File: src/emac_regs.svh
// Register offsets, field positions and reset values of the area controller.
`ifndef EMAC_REGS_SVH
`define EMAC_REGS_SVH
`define EMAC_OFS_A0_WAIT   8'h00
`define EMAC_OFS_A0_BUS    8'h01
`define EMAC_OFS_A0_MASK   8'h02
`define EMAC_OFS_A0_START  8'h03
`define EMAC_OFS_PAGE      8'h20
`define EMAC_OFS_DEF_WAIT  8'h18
`define EMAC_OFS_DEF_BUS   8'h19
`define EMAC_OFS_STATUS    8'h21
`define EMAC_AREA_STRIDE   8'h04
`define EMAC_WAIT_RST      8'h22
`define EMAC_BUS_RST       8'h00
`define EMAC_A2_BUS_RST    8'h80
`define EMAC_MASK_RST      8'hFF
`define EMAC_START_RST     8'hFF
`define EMAC_PAGE_RST      8'h02
`define EMAC_WS_2          3'h1
`define EMAC_WS_3          3'h2
`define EMAC_WS_4          3'h5
`define EMAC_WS_5          3'h6
`define EMAC_WS_6          3'h7
`define EMAC_WS_PIN        3'h3
`define EMAC_MT_SDRAM      2'h3
`define EMAC_BIT_ENABLE    7
`define EMAC_BIT_RANGE     6
`define EMAC_BIT_RECOV     4
`define EMAC_BIT_PG_EN     4
`endif

File: src/emac_pkg.sv
// Types shared by the area controller.
package emac_pkg;
  typedef enum logic [4:0] {
    EMAC_IDLE  = 5'h01,
    EMAC_RECOV = 5'h02,
    EMAC_CYC   = 5'h04,
    EMAC_DONE  = 5'h08,
    EMAC_HOLD  = 5'h10
  } emac_state_t;
endpackage

File: src/emac_ctrl.sv
// External memory area controller: area decode, wait states, page ROM reads.
//
// The Wishbone register port and the address map were left to the implementer.
`timescale 1ns/100ps
`include "emac_regs.svh"
module emac_ctrl
  import emac_pkg::*;
(
  input  wire logic        clk,
  input  wire logic        rst_n,
  input  wire logic        wb_cyc_i,
  input  wire logic        wb_stb_i,
  input  wire logic        wb_we_i,
  input  wire logic [7:0]  wb_adr_i,
  input  wire logic [31:0] wb_dat_i,
  input  wire logic [3:0]  wb_sel_i,
  output logic      [31:0] wb_dat_o,
  output logic             wb_ack_o,
  input  wire logic        mem_req,
  input  wire logic        mem_we,
  input  wire logic [23:0] mem_addr,
  output logic             mem_ack,
  input  wire logic        wait_n,
  input  wire logic [1:0]  boot_width_pins,
  output logic      [3:0]  chip_sel_n,
  output logic      [1:0]  bus_width,
  output logic      [1:0]  mem_type,
  output logic             strobe_n,
  output logic             page_cycle
);

  // Registers of the four areas and the defaults.
  logic [7:0] wait_reg [4];
  logic [7:0] bcfg_reg [4];
  logic [7:0] mask_reg [4];
  logic [7:0] start_reg [4];
  logic [7:0] dwait_reg, dbus_reg, page_reg;
  logic       boot_load_reg;
  logic [1:0] boot_s1_reg, boot_s2_reg, boot_s3_reg;
  logic       ack_reg;
  logic [31:0] rdat_reg;
  emac_state_t state_reg, state_next;

  logic bus_hit;
  logic bus_wr;
  assign bus_hit = wb_cyc_i & wb_stb_i & ~ack_reg;
  assign bus_wr  = bus_hit & wb_we_i & wb_sel_i[0];

  // Boot pins pass three flops; a value counts once the last two agree.
  // The last two stages reset to values that differ from each other, so the
  // reset contents are never taken for the strap setting.
  always_ff @(posedge clk or negedge rst_n) begin
    if (!rst_n) begin
      boot_s1_reg <= 2'h3;
      boot_s2_reg <= 2'h0;
      boot_s3_reg <= 2'h3;
    end else begin
      boot_s1_reg <= boot_width_pins;
      boot_s2_reg <= boot_s1_reg;
      boot_s3_reg <= boot_s2_reg;
    end
  end

  logic wait_busy;
  // The memory drives wait in step with the bus states, so it is read
  // directly; a three-stage delay would miss a wait raised in state two.
  assign wait_busy = ~wait_n;

  // Register file per area; one generate loop carries the decode.
  genvar g;
  generate
    for (g = 0; g < 4; g++) begin : g_area
      logic [7:0] wait_next, bcfg_next, mask_next, start_next;
      logic [7:0] base_ofs;
      assign base_ofs = 8'(g * 4);
      always_comb begin
        wait_next  = wait_reg[g];
        bcfg_next  = bcfg_reg[g];
        mask_next  = mask_reg[g];
        start_next = start_reg[g];
        if (g == 2 && boot_load_reg && boot_s2_reg == boot_s3_reg) begin
          bcfg_next[1:0] = boot_s3_reg;
        end
        if (bus_wr) begin
          if (wb_adr_i == base_ofs + `EMAC_OFS_A0_WAIT) begin
            wait_next = wb_dat_i[7:0] & 8'h77;
          end
          if (wb_adr_i == base_ofs + `EMAC_OFS_A0_BUS) begin
            bcfg_next = wb_dat_i[7:0] & ((g == 2) ? 8'hDF : 8'h9F);
            // Of the four areas, only area 1 keeps the SDRAM code.
            if (g != 1 && wb_dat_i[3:2] == `EMAC_MT_SDRAM) begin
              bcfg_next[3:2] = 2'h0;
            end
          end
          if (wb_adr_i == base_ofs + `EMAC_OFS_A0_MASK) begin
            mask_next = wb_dat_i[7:0];
          end
          if (wb_adr_i == base_ofs + `EMAC_OFS_A0_START) begin
            start_next = wb_dat_i[7:0];
          end
        end
      end
      always_ff @(posedge clk or negedge rst_n) begin
        if (!rst_n) begin
          wait_reg[g]  <= `EMAC_WAIT_RST;
          bcfg_reg[g]  <= (g == 2) ? `EMAC_A2_BUS_RST
                                   : `EMAC_BUS_RST;
          mask_reg[g]  <= `EMAC_MASK_RST;
          start_reg[g] <= `EMAC_START_RST;
        end else begin
          wait_reg[g]  <= wait_next;
          bcfg_reg[g]  <= bcfg_next;
          mask_reg[g]  <= mask_next;
          start_reg[g] <= start_next;
        end
      end
    end
  endgenerate

  // Shared registers and bus answer; ack comes one cycle after the request.
  logic [7:0]  dwait_next, dbus_next, page_next;
  logic        boot_load_next;
  logic [31:0] rdat_next;
  logic [7:0]  rsel;
  always_comb begin
    dwait_next     = dwait_reg;
    dbus_next      = dbus_reg;
    page_next      = page_reg;
    boot_load_next = boot_load_reg;
    if (boot_load_reg && boot_s2_reg == boot_s3_reg) begin
      boot_load_next = 1'b0;
    end
    if (bus_wr && wb_adr_i == `EMAC_OFS_DEF_WAIT) begin
      dwait_next = wb_dat_i[7:0] & 8'h77;
    end
    if (bus_wr && wb_adr_i == `EMAC_OFS_DEF_BUS) begin
      dbus_next = wb_dat_i[7:0] & 8'h0F;
    end
    if (bus_wr && wb_adr_i == `EMAC_OFS_PAGE) begin
      page_next = wb_dat_i[7:0] & 8'h1F;
    end
    // Write-only settings read as zero; mask, start, page, status read back.
    rsel = 8'h00;
    if (wb_adr_i < 8'h10 && wb_adr_i[1]) begin
      rsel = wb_adr_i[0] ? start_reg[wb_adr_i[3:2]] : mask_reg[wb_adr_i[3:2]];
    end else if (wb_adr_i == `EMAC_OFS_PAGE) begin
      rsel = page_reg;
    end else if (wb_adr_i == `EMAC_OFS_STATUS) begin
      rsel = {3'h0, state_reg};
    end
    rdat_next = bus_hit ? {24'h0, rsel} : rdat_reg;
  end

  always_ff @(posedge clk or negedge rst_n) begin
    if (!rst_n) begin
      dwait_reg     <= `EMAC_WAIT_RST;
      dbus_reg      <= `EMAC_BUS_RST;
      page_reg      <= `EMAC_PAGE_RST;
      boot_load_reg <= 1'b1;
      ack_reg       <= 1'b0;
      rdat_reg      <= 32'h0;
    end else begin
      dwait_reg     <= dwait_next;
      dbus_reg      <= dbus_next;
      page_reg      <= page_next;
      boot_load_reg <= boot_load_next;
      ack_reg       <= bus_hit;
      rdat_reg      <= rdat_next;
    end
  end
  assign wb_ack_o = ack_reg;
  assign wb_dat_o = rdat_reg;

  // Area decode: compare unmasked bits of A23..A16 against the base; area 2 without the range bit hits whenever enabled.
  logic [3:0]  hit;
  logic [15:0] cmp_mask [4];
  always_comb begin
    cmp_mask[0] = {3'h0, mask_reg[0][7:2], {6{mask_reg[0][1]}},
                   mask_reg[0][0]};
    cmp_mask[1] = {2'h0, mask_reg[1][7:2], {7{mask_reg[1][1]}},
                   mask_reg[1][0]};
    cmp_mask[2] = {1'b0, mask_reg[2], 7'h7F};
    cmp_mask[3] = {1'b0, mask_reg[3], 7'h7F};
    for (int i = 0; i < 4; i++) begin
      // The base holds only A23..A16, so lower unmasked bits are not compared.
      hit[i] = bcfg_reg[i][`EMAC_BIT_ENABLE] &&
               (((mem_addr[23:8] ^ {start_reg[i], 8'h00}) & ~cmp_mask[i]
                 & 16'hFF00) == 16'h0000);
    end
    if (!bcfg_reg[2][`EMAC_BIT_RANGE]) begin
      hit[2] = bcfg_reg[2][`EMAC_BIT_ENABLE];
    end
  end

  // Lowest hit wins; index 4 is the default area.
  logic [2:0] area;
  logic [7:0] cur_wait, cur_bus;
  always_comb begin
    area = 3'h4;
    for (int i = 3; i >= 0; i--) begin
      if (hit[i]) begin
        area = 3'(i);
      end
    end
    cur_wait = (area == 3'h4) ? dwait_reg : wait_reg[area[1:0]];
    cur_bus  = (area == 3'h4) ? dbus_reg : bcfg_reg[area[1:0]];
  end

  // Translate a wait code into total states; the pin code and unused codes give zero.
  function automatic logic [2:0] emac_states(input logic [2:0] code);
    case (code)
      `EMAC_WS_2: emac_states = 3'h2;
      `EMAC_WS_3: emac_states = 3'h3;
      `EMAC_WS_4: emac_states = 3'h4;
      `EMAC_WS_5: emac_states = 3'h5;
      `EMAC_WS_6: emac_states = 3'h6;
      default:    emac_states = 3'h0;
    endcase
  endfunction

  // Access sequencer.
  logic [2:0]  cnt_reg, cnt_next, len;
  logic [2:0]  last_area_reg, last_area_next;
  logic        pin_mode, page_ok, in_page_reg, in_page_next;
  logic [23:3] page_tag_reg, page_tag_next;
  logic [20:0] pmask;
  // The tag keeps A23..A3; the mask drops the offset bits inside a page.
  always_comb begin
    case (page_reg[1:0])
      2'h0: pmask = 21'h1FFFF8;
      2'h1: pmask = 21'h1FFFFC;
      2'h2: pmask = 21'h1FFFFE;
      default: pmask = 21'h1FFFFF;
    endcase
  end
  assign pin_mode = (mem_we ? cur_wait[6:4] : cur_wait[2:0]) == `EMAC_WS_PIN;
  // Page timing only for area-2 reads inside the page already opened.
  assign page_ok = page_reg[`EMAC_BIT_PG_EN] && area == 3'h2 && !mem_we &&
                   in_page_reg &&
                   ((mem_addr[23:3] & pmask) == (page_tag_reg & pmask));
  always_comb begin
    len = page_ok ? 3'(page_reg[3:2]) + 3'h1
                  : emac_states(mem_we ? cur_wait[6:4] : cur_wait[2:0]);
    state_next     = state_reg;
    cnt_next       = cnt_reg;
    last_area_next = last_area_reg;
    in_page_next   = in_page_reg;
    page_tag_next  = page_tag_reg;
    case (state_reg)
      EMAC_IDLE: begin
        if (mem_req) begin
          cnt_next = 3'h1;
          if (area != last_area_reg && ((area == 3'h4) ? 1'b0 :
              bcfg_reg[area[1:0]][`EMAC_BIT_RECOV])) begin
            state_next = EMAC_RECOV;
          end else begin
            state_next = EMAC_CYC;
          end
        end
      end
      EMAC_RECOV: begin
        state_next = EMAC_CYC;
      end
      EMAC_CYC: begin
        cnt_next = 3'(cnt_reg + 3'h1);
        if (pin_mode && !page_ok) begin
          if (cnt_reg >= 3'h2 && !wait_busy) begin
            state_next = EMAC_DONE;
          end
          if (cnt_reg == 3'h7) begin
            cnt_next = 3'h7;
          end
        end else if (cnt_reg >= len) begin
          state_next = EMAC_DONE;
        end
      end
      EMAC_DONE: begin
        last_area_next = area;
        // A full read in area 2 opens the page; crossing a page closes it.
        in_page_next  = page_reg[`EMAC_BIT_PG_EN] &&
                        area == 3'h2 && !mem_we;
        page_tag_next = mem_addr[23:3];
        state_next = EMAC_HOLD;
      end
      EMAC_HOLD: begin
        if (!mem_req) begin
          state_next = EMAC_IDLE;
        end
      end
      default: state_next = EMAC_IDLE;
    endcase
  end

  always_ff @(posedge clk or negedge rst_n) begin
    if (!rst_n) begin
      state_reg     <= EMAC_IDLE;
      cnt_reg       <= 3'h0;
      last_area_reg <= 3'h4;
      in_page_reg   <= 1'b0;
      page_tag_reg  <= 21'h0;
    end else begin
      state_reg     <= state_next;
      cnt_reg       <= cnt_next;
      last_area_reg <= last_area_next;
      in_page_reg   <= in_page_next;
      page_tag_reg  <= page_tag_next;
    end
  end

  // Outputs toward the memory side.
  always_comb begin
    for (int i = 0; i < 4; i++) begin
      chip_sel_n[i] = !(state_reg == EMAC_CYC && hit[i] && area == 3'(i));
    end
  end
  assign strobe_n   = state_reg != EMAC_CYC;
  assign mem_ack    = state_reg == EMAC_DONE;
  assign bus_width  = cur_bus[1:0];
  assign mem_type   = cur_bus[3:2];
  assign page_cycle = state_reg == EMAC_CYC && page_ok;

  // Checks.
  // A pin-wait cycle never ends after its first state.
  property p_pin_min;
    @(posedge clk) disable iff (!rst_n)
      (state_reg == EMAC_CYC && pin_mode && !page_ok && cnt_reg == 3'h1)
        |=> state_reg == EMAC_CYC;
  endproperty
  a_pin_min: assert property (p_pin_min) else $error("too short");

  property p_pin_hold;
    @(posedge clk) disable iff (!rst_n)
      (state_reg == EMAC_CYC && pin_mode && !page_ok && wait_busy)
        |=> !mem_ack;
  endproperty
  a_pin_hold: assert property (p_pin_hold) else $error("no wait");

  property p_page_only2;
    @(posedge clk) disable iff (!rst_n)
      page_cycle |-> area == 3'h2 && page_reg[`EMAC_BIT_PG_EN];
  endproperty
  a_page_only2: assert property (p_page_only2) else $error("page");

  property p_recov;
    @(posedge clk) disable iff (!rst_n)
      state_reg == EMAC_RECOV |=> state_reg == EMAC_CYC && strobe_n == 1'b0;
  endproperty
  a_recov: assert property (p_recov) else $error("recovery len");

  property p_cs_en;
    @(posedge clk) disable iff (!rst_n)
      !chip_sel_n[1] |-> bcfg_reg[1][`EMAC_BIT_ENABLE];
  endproperty
  a_cs_en: assert property (p_cs_en) else $error("cs gated");

  property p_sdram;
    @(posedge clk) disable iff (!rst_n)
      bcfg_reg[0][3:2] != `EMAC_MT_SDRAM;
  endproperty
  a_sdram: assert property (p_sdram) else $error("sdram in area0");

  property p_default;
    @(posedge clk) disable iff (!rst_n)
      hit == 4'h0 |-> bus_width == dbus_reg[1:0];
  endproperty
  a_default: assert property (p_default) else $error("default width");

  property p_prio;
    @(posedge clk) disable iff (!rst_n)
      hit[0] |-> area == 3'h0;
  endproperty
  a_prio: assert property (p_prio) else $error("priority");

endmodule

File: config.mk
export PLATFORM = sky130hd
export DESIGN_NAME = emac_ctrl
export DESIGN_NICKNAME = d
export VERILOG_FILES = /design/src/emac_pkg.sv /design/src/emac_ctrl.sv
export VERILOG_INCLUDE_DIRS = /design/src
export SDC_FILE = /design/constraint.sdc
export NUM_CORES = 1
export LEC_CHECK = 0
export BUFFER_PORTS_ARGS = -buffer_cell sky130_fd_sc_hd__buf_2
export CORE_MARGIN = 3
export CORE_UTILIZATION = 37
export DETAILED_ROUTE_END_ITERATION = 16
export SETUP_SLACK_MARGIN = 0.02
export SLEW_MARGIN = 0
export SYNTH_ARGS = -nofsm -noshare
export SYNTH_HDL_FRONTEND = slang
export SYNTH_SLANG_ARGS = --single-unit
File: constraint.sdc
create_clock -name clk -period 3.21 [get_ports clk]
set_input_delay 0.4815 -clock clk [delete_from_list [all_inputs] [get_ports clk]]
set_output_delay 0.4815 -clock clk [all_outputs]
set_load 0.1 [all_outputs]
==> results of run 1 <==
-- kinds of logic after synthesis --
| group | count (synthesis) |
|---|---|
| other | 1 |
| xor gates and xnor gates | 56 |
| and+or+nand+nor | 229 |
| adders and majority gates | 8 |
| AOI/OAI and AO/OA | 98 |
| buffers and inverters | 84 |
| DFF | 177 |
| muxes | 155 |
-- power groups by stage --
stage          combinational, mW  sequential, mW  clock [mW]
2_1_floorplan              0.802            2.70           0
3_3_place_gp                1.13            2.66           0
3_5_place_dp                1.14            2.67           0
4_1_cts                     1.15            2.63        2.33
5_1_grt                     1.28            2.66        2.41
6_report                    1.15            2.63        2.29
-- per-stage QoR --
stage / total power, mW / hold WS [ps] / std cells / TNS, ps / cell area (um^2)
finish: 6.067 / 137.3 / 1297 / -1295 / 11630
global route: 6.350 / 122.5 / 1297 / -2603 / 11630
CTS: 6.108 / 112.5 / 1297 / -1418 / 11550
detailed placement: 3.809 / 381.9 / 1259 / -1593 / 10780
global placement: 3.785 / 380.2 / 1259 / -1562 / 10780
floorplan: 3.502 / 185.9 / 831 / -1057 / 9500
-- worst max path at each step --
| stage | to |
|---|---|
| floorplan | mem_type[0] |
| global placement | state_reg[2]$_DFFE_PN0P_ |
| detailed placement | state_reg[2]$_DFFE_PN0P_ |
| CTS | state_reg[2]$_DFFE_PN0P_ |
| global route | state_reg[2]$_DFFE_PN0P_ |
| finish | state_reg[2]$_DFFE_PN0P_ |
-- worst register-to-register path: stages, from the launching register on --
cell and delay, ps:
dfstp_2 550, xnor2_1 120, buf_4 130, o211ai_1 140, buf_4 180, o41ai_4 330, buf_12 170, nor4_4 60
a2111oi_2 350, a31oi_1 130, a21o_1 240, mux2i_1 150, ha_1 240, nand2b_1 150, a21oi_2 130, nor2b_1 60
nor3_1 120, o21ai_1 90, o211ai_1 80
-- metal layers --
metal  global-route usage (%)  part of all wire, %
met1                    26.19                   46
met2                    31.85                   47
met3                    3.662                  5.0
met4                    5.871                  1.8
met5                        0                    0
-- synth_stat cells (10+ instances only) --
master / n
a21oi_1: 15
buf_4: 28
clkbuf_1: 29
dfrtp_1: 94
dfstp_2: 83
inv_1: 15
mux2_2: 120
mux2i_1: 19
mux4_2: 16
nand2_1: 115
nand3_1: 22
nand4_1: 13
nor2_1: 22
nor3_1: 10
o21ai_0: 14
o22ai_1: 14
xnor2_1: 49
-- area by class of cell --
class / count / area [um^2]
Fill cell: 2189 / 12830
Tap cell: 324 / 405.4
Clock buffer: 19 / 442.9
Inverter: 16 / 60.06
Multi-Input combinational cell: 570 / 4624
Sequential cell: 177 / 4533
Timing Repair Buffer: 178 / 1364
Clock inverter: 13 / 197.7
-- layout by cell type, fill, tap and decap left out, types with 6 or more instances in the layout --
master / synthesis / layout
a21oi_1: 15 / 10
buf_12: 0 / 12
buf_2: 2 / 56
buf_4: 28 / 105
clkbuf_16: 0 / 17
conb_1: 1 / 24
dfrtp_1: 94 / 94
dfstp_2: 83 / 83
ha_1: 8 / 8
inv_1: 15 / 15
mux2_2: 120 / 120
mux2i_1: 19 / 19
mux4_2: 16 / 16
nand2_1: 115 / 111
nand2b_1: 6 / 6
nand3_1: 22 / 18
nand4_1: 13 / 13
nor2_1: 22 / 20
nor3_1: 10 / 9
nor4_1: 8 / 6
o211ai_1: 8 / 8
o21a_1: 7 / 7
o21ai_0: 14 / 13
o221ai_1: 6 / 6
o22ai_1: 14 / 7
xnor2_1: 49 / 45
-- what timing repair did --
item	4_1_cts	5_1_grt
gates resized for setup	20	19
hold buffers	1	0
hold endpoints to repair	16	0
cloned	0	0
setup endpoints to repair	11	13
buffers inserted	6	1
pin swaps	17	10
==> results.json, run 1 <==
{
  "design.core.area_um2": 24460,
  "max_stage_delay_ps": 550,
  "die_h_um": 164.4,
  "start_util_pct": 37.95,
  "antenna_cells": 0,
  "endpoint_kind": "flip-flop",
  "postLayoutSetupSlackWorst_ps": -294.1,
  "syn_to_final_growth_pct": 25.26,
  "setup_viol": 7,
  "p_per_area_nw_per_um2": 521.8,
  "syn_area_per_cell_um2": 11.49,
  "grt_pass1_vias": 6771,
  "syn_area_um2": 9283,
  "dieArea_um2": 27020,
  "final.min_clock_period_ps": 3504,
  "ys_ff_latch": 177,
  "ys_types": 68,
  "cts_sinks": 177,
  "fin_util_pct": 47.53,
  "wl_per_cell_um": 19.71,
  "cp_cell_sequence": "xnor2_1, buf_4, o211ai_1, buf_4, o41ai_4, buf_12, nor4_4, a2111oi_2, a31oi_1, a21o_1, mux2i_1, ha_1, nand2b_1, a21oi_2, nor2b_1, nor3_1, o21ai_1, o211ai_1",
  "r2r_end": "state_reg[2]$_DFFE_PN0P_",
  "required_ps": 3570,
  "routed_wirelength_um": 25570,
  "post-synth-top-area-cell": "dfrtp_1",
  "syn_inst": 808,
  "p_leak_nw": 5.253,
  "die_x_um": 164.4,
  "cts_tree": "done",
  "numCtsBuffers": 17,
  "swShare_pct": 30.54,
  "rrSetupSlack_ps": -290,
  "internal-power_mw": 4.214,
  "antenna_found_initial": 0,
  "layout-drive-gt1-share_pct": 48.92,
  "critPathMaxFanout": 9,
  "synth-compound-area-share_pct": 7.508,
  "maxCapViolCount": 0,
  "finalNetCount": 1046,
  "synth_area_leaders": "dfrtp_1 25%, dfstp_2 23%, mux2_2 15%",
  "synthXorXnorAreaFrac_pct": 5.365,
  "muxShareOfSynthArea_pct": 20.49,
  "route.antenna.remaining_nets": 0,
  "p_sw_mw": 1.853,
  "crit_cells": 18,
  "yosysWarnings": 0,
  "status": "finished with violations",
  "synthSimpleGateAreaFrac_pct": 11.81,
  "seq_area_frac_synth_pct": 48.83,
  "place.gp.congestion": 0.8779,
  "r2r_start": "start_reg[15]$_DFFE_PN1P_",
  "crit_buf_inv": 3,
  "vias": 6807,
  "std_cell_rows": 57,
  "clk_pin_slew_worst_paths_ps": 70,
  "rsz0062_at_grt": "yes",
  "synth_top_family_by_area": "multiplexers",
  "worstRegToRegCells": 18,
  "synth_edf_count": 0,
  "worstMarginPinSlew_ps": 767.9,
  "clock_latency_ps": 440,
  "holdPathStages": 1,
  "slowest_stage": "dfstp_2",
  "seqPwrFrac_pct": 43.3,
  "ir_worst_vdd_mv": 0.2787,
  "whs_endpoint": "boot_s1_reg[1]$_DFF_PN1_",
  "cts.path.max_buffers": 2,
  "violations": "setup timing",
  "worst_setup_path_start_kind": "flip-flop",
  "path_class": "reg2reg",
  "netlist.area_leader.share_pct": 25.34,
  "synth-main-ff-cell": "dfrtp_1",
  "slew_headroom_pct": 48.09,
  "gr-usage-all-layers_pct": 19.39,
  "drc_errors": 0,
  "startpoint": "start_reg[15]$_DFFE_PN1P_",
  "arrival_ps": 3860,
  "post-route-period-util_pct": 109.2,
  "grt_max_degree": 70,
  "slew_viol_final": 0,
  "overflow": 0,
  "hold_path_class": "in2reg",
  "hold_path_startpoint": "boot_width_pins[1]",
  "vias_per_cell": 5.248,
  "htreeDepth": 4,
  "finClkSkew_ps": 14.32,
  "p_clk_share_pct": 37.7,
  "max_freq_mhz": 285.4,
  "grt_pass1_wl_um": 39610,
  "place_hpwl_um": 18640,
  "ctsRootBufferMaster": "clkbuf_16",
  "synthAdderAreaFrac_pct": 1.078,
  "async_reset_ff_share_pct": 100.0,
  "first_pass_iters": 5,
  "io_pins": 122,
  "finalHoldViolCount": 0,
  "port_buffers": 67,
  "pwr-share-comb_pct": 19.0,
  "drt-initial-drc-count": 503,
  "critPathTopFamily": "compound AO/OA/AOI/OAI gates",
  "place_ws_ps": -545.3
}
No activity file was read; power rests on OpenSTA's default activity.
==> inputs of run 2 (changes only) <==
Settings changed: BUFFER_PORTS_ARGS -buffer_cell sky130_fd_sc_hd__buf_2 to unset, DONT_BUFFER_PORTS set to 1.
==> run 2 against run 1 <==
The flow finishes with violations (hold timing, setup timing). Critical path depth fell by 1. Global-route usage down 0.42 points. Hold slack lost 380 ps. Flip-flop and latch count did not move. Clock skew increased by 4.1 ps. First-iteration DRC count up 3.4%. Cell area shrank 1.7%. Non-clock buffer count is 63 lower. Core utilization down 0.82 points. Total power down 1.8%. Maximum frequency fell by 2.1%. Routed wire length down 1.6%. Critical path type unchanged. Critical endpoint unchanged.
==> results.json, run 2 (same netlist as run 1, synthesis figures left out) <==
{
  "status": "finished with violations",
  "violations": "hold timing, setup timing",
  "place_hpwl_um": 17510,
  "critPathMaxFanout": 4,
  "required_ps": 3580,
  "finalHoldViolCount": 172,
  "numCtsBuffers": 17,
  "path_class": "reg2reg",
  "layout_commonest_cell": "mux2_2",
  "cts.path.max_buffers": 2,
  "design_area_um2": 11430,
  "first_pass_iters": 5,
  "design.core.area_um2": 24460,
  "hold_path_class": "in2async",
  "p_per_area_nw_per_um2": 521.6,
  "cts_sinks": 177,
  "routed_wirelength_um": 25170,
  "final.min_clock_period_ps": 3578,
  "antenna_found_initial": 0,
  "wl_per_cell_um": 20.39,
  "io_pins": 122,
  "postLayoutSetupSlackWorst_ps": -367.6,
  "slew_headroom_pct": 37.68,
  "grt_pass1_vias": 6588,
  "p_total_mw": 5.961,
  "start_util_pct": 37.95,
  "max_freq_mhz": 279.5,
  "worstMarginPinSlew_ps": 934.8,
  "endpoint_kind": "flip-flop",
  "drc_errors": 0,
  "grt_busiest_layer": "met2",
  "syn_to_final_growth_pct": 23.10,
  "post-route-period-util_pct": 111.5,
  "clk_pin_slew_worst_paths_ps": 80,
  "vias_per_cell": 5.316,
  "vias": 6560,
  "clock_latency_ps": 440,
  "use_met3_pct": 4.389,
  "rsz0062_at_grt": "yes",
  "p_leak_nw": 5.079,
  "grt_max_degree": 178,
  "finalNetCount": 983,
  "grt_pass1_wl_um": 38580,
  "slew_viol_final": 0,
  "maxCapViolCount": 0,
  "htreeDepth": 4,
  "whs_ps": -240.8,
  "overflow": 0,
  "finClkSkew_ps": 18.44,
  "use_met2_pct": 30.36,
  "port_buffers": 0,
  "drt-initial-drc-count": 520,
  "layout-drive-gt1-share_pct": 46.70,
  "gr-usage-all-layers_pct": 18.97,
  "cts_tree": "done",
  "met1_usage_pct": 25.59,
  "place.gp.congestion": 0.8021,
  "dieArea_um2": 27020,
  "fin_util_pct": 46.71,
  "place_area_um2": 10360,
  "setup_viol": 6,
  "std_cell_rows": 57,
  "die_h_um": 164.4,
  "arrival_ps": 3940,
  "ir_worst_vdd_mv": 0.3092,
  "antenna_cells": 0,
  "die_x_um": 164.4,
  "ctsRootBufferMaster": "clkbuf_16",
  "route.antenna.remaining_nets": 0,
  "mostFrequentLayoutCells": "120 x mux2_2, 114 x nand2_1, 97 x buf_4, 94 x dfrtp_1, 83 x dfstp_2",
  "worst_setup_path_start_kind": "flip-flop"
}
[run 2: changes by cell type in the layout (fill, tap and decap cells not counted), moves of 5 or more]
cell	before	now
buf_12	12	6
buf_2	56	0
buf_4	105	97
buf_6	4	10
nand2_2	5	0
o22ai_1	7	2
o22ai_2	5	10
xnor2_1	45	35
xnor2_2	5	15
[run 2: area by class of cell]
type	count	area (um^2)
clock buffer	19	432.9
inverter	16	60.06
tap	324	405.4
clock inverter	13	222.7
fill	2217	13040
timing repair buffer	115	1016
multi-input combinational	570	4757
sequential	177	4533
[run 2: critical path: stages, from the launching register on]
cell	delay [ps]
dfstp_2	560
xnor2_2	140
o22ai_2	130
buf_4	160
nor4_4	250
buf_4	190
nor4_4	60
a2111oi_1	560
a31oi_2	130
a21o_1	250
a21boi_2	150
o22ai_1	90
ha_1	310
a21oi_2	130
nor2b_1	60
nor3_1	180
o21ai_1	90
o211ai_1	80
[run 2: per-layer routing]
layer	wire length (um)	share of wire, %	vias up
li1	-	-	3025
met1	10770	43	3299
met2	12080	48	207
met3	1853	7.4	29
met4	464	1.8	0
met5	0	0	-
[run 2: through the flow]
step                      setup WS (ps)  cells  hold WS, ps  setup TNS [ps]
final                            -367.6   1234       -240.8          -955.1
after global routing             -578.0   1234       -270.3           -2079
after CTS                        -317.0   1225       -270.9           -1042
after detailed placement         -383.6   1191        205.0          -775.0
after global placement           -348.2   1191        200.3          -663.6
after floorplan                  -235.6    831        185.9           -1057
[run 2: power breakdown]
group	leakage, nW	total, mW	internal [mW]	switching [mW]
clock	0.318	2.34	1.40	0.941
combinational	2.70	0.924	0.372	0.552
sequential	2.06	2.69	2.46	0.233
total	5.08	5.96	4.23	1.73
[run 2: timing repair]
item	in CTS	in global routing
gates resized for setup	25	39
buffers inserted	4	12
hold endpoints to repair	177	177
pin swaps	12	31
setup endpoints to repair	11	11
[run 2: final timing paths]
| path | from | endpoint | slack [ps] | cells after the start |
|---|---|---|---|---|
| min in group clk | boot_width_pins[0] | boot_s1_reg[0]$_DFF_PN1_ | 40 | 0 |
| worst max-delay path | start_reg[2]$_DFFE_PN1P_ | state_reg[2]$_DFFE_PN0P_ | -370 | 17 |
| worst min-delay path | rst_n | bcfg_reg[19]$_DFFE_PN0P_ | -240 | 0 |
| worst max register to register | start_reg[2]$_DFFE_PN1P_ | state_reg[2]$_DFFE_PN0P_ | -370 | 17 |
| max in group asynchronous | rst_n | dwait_reg[1]$_DFFE_PN1P_ | 3180 | 0 |
| worst min register to register | boot_s1_reg[0]$_DFF_PN1_ | boot_s2_reg[0]$_DFF_PN0_ | 390 | 0 |
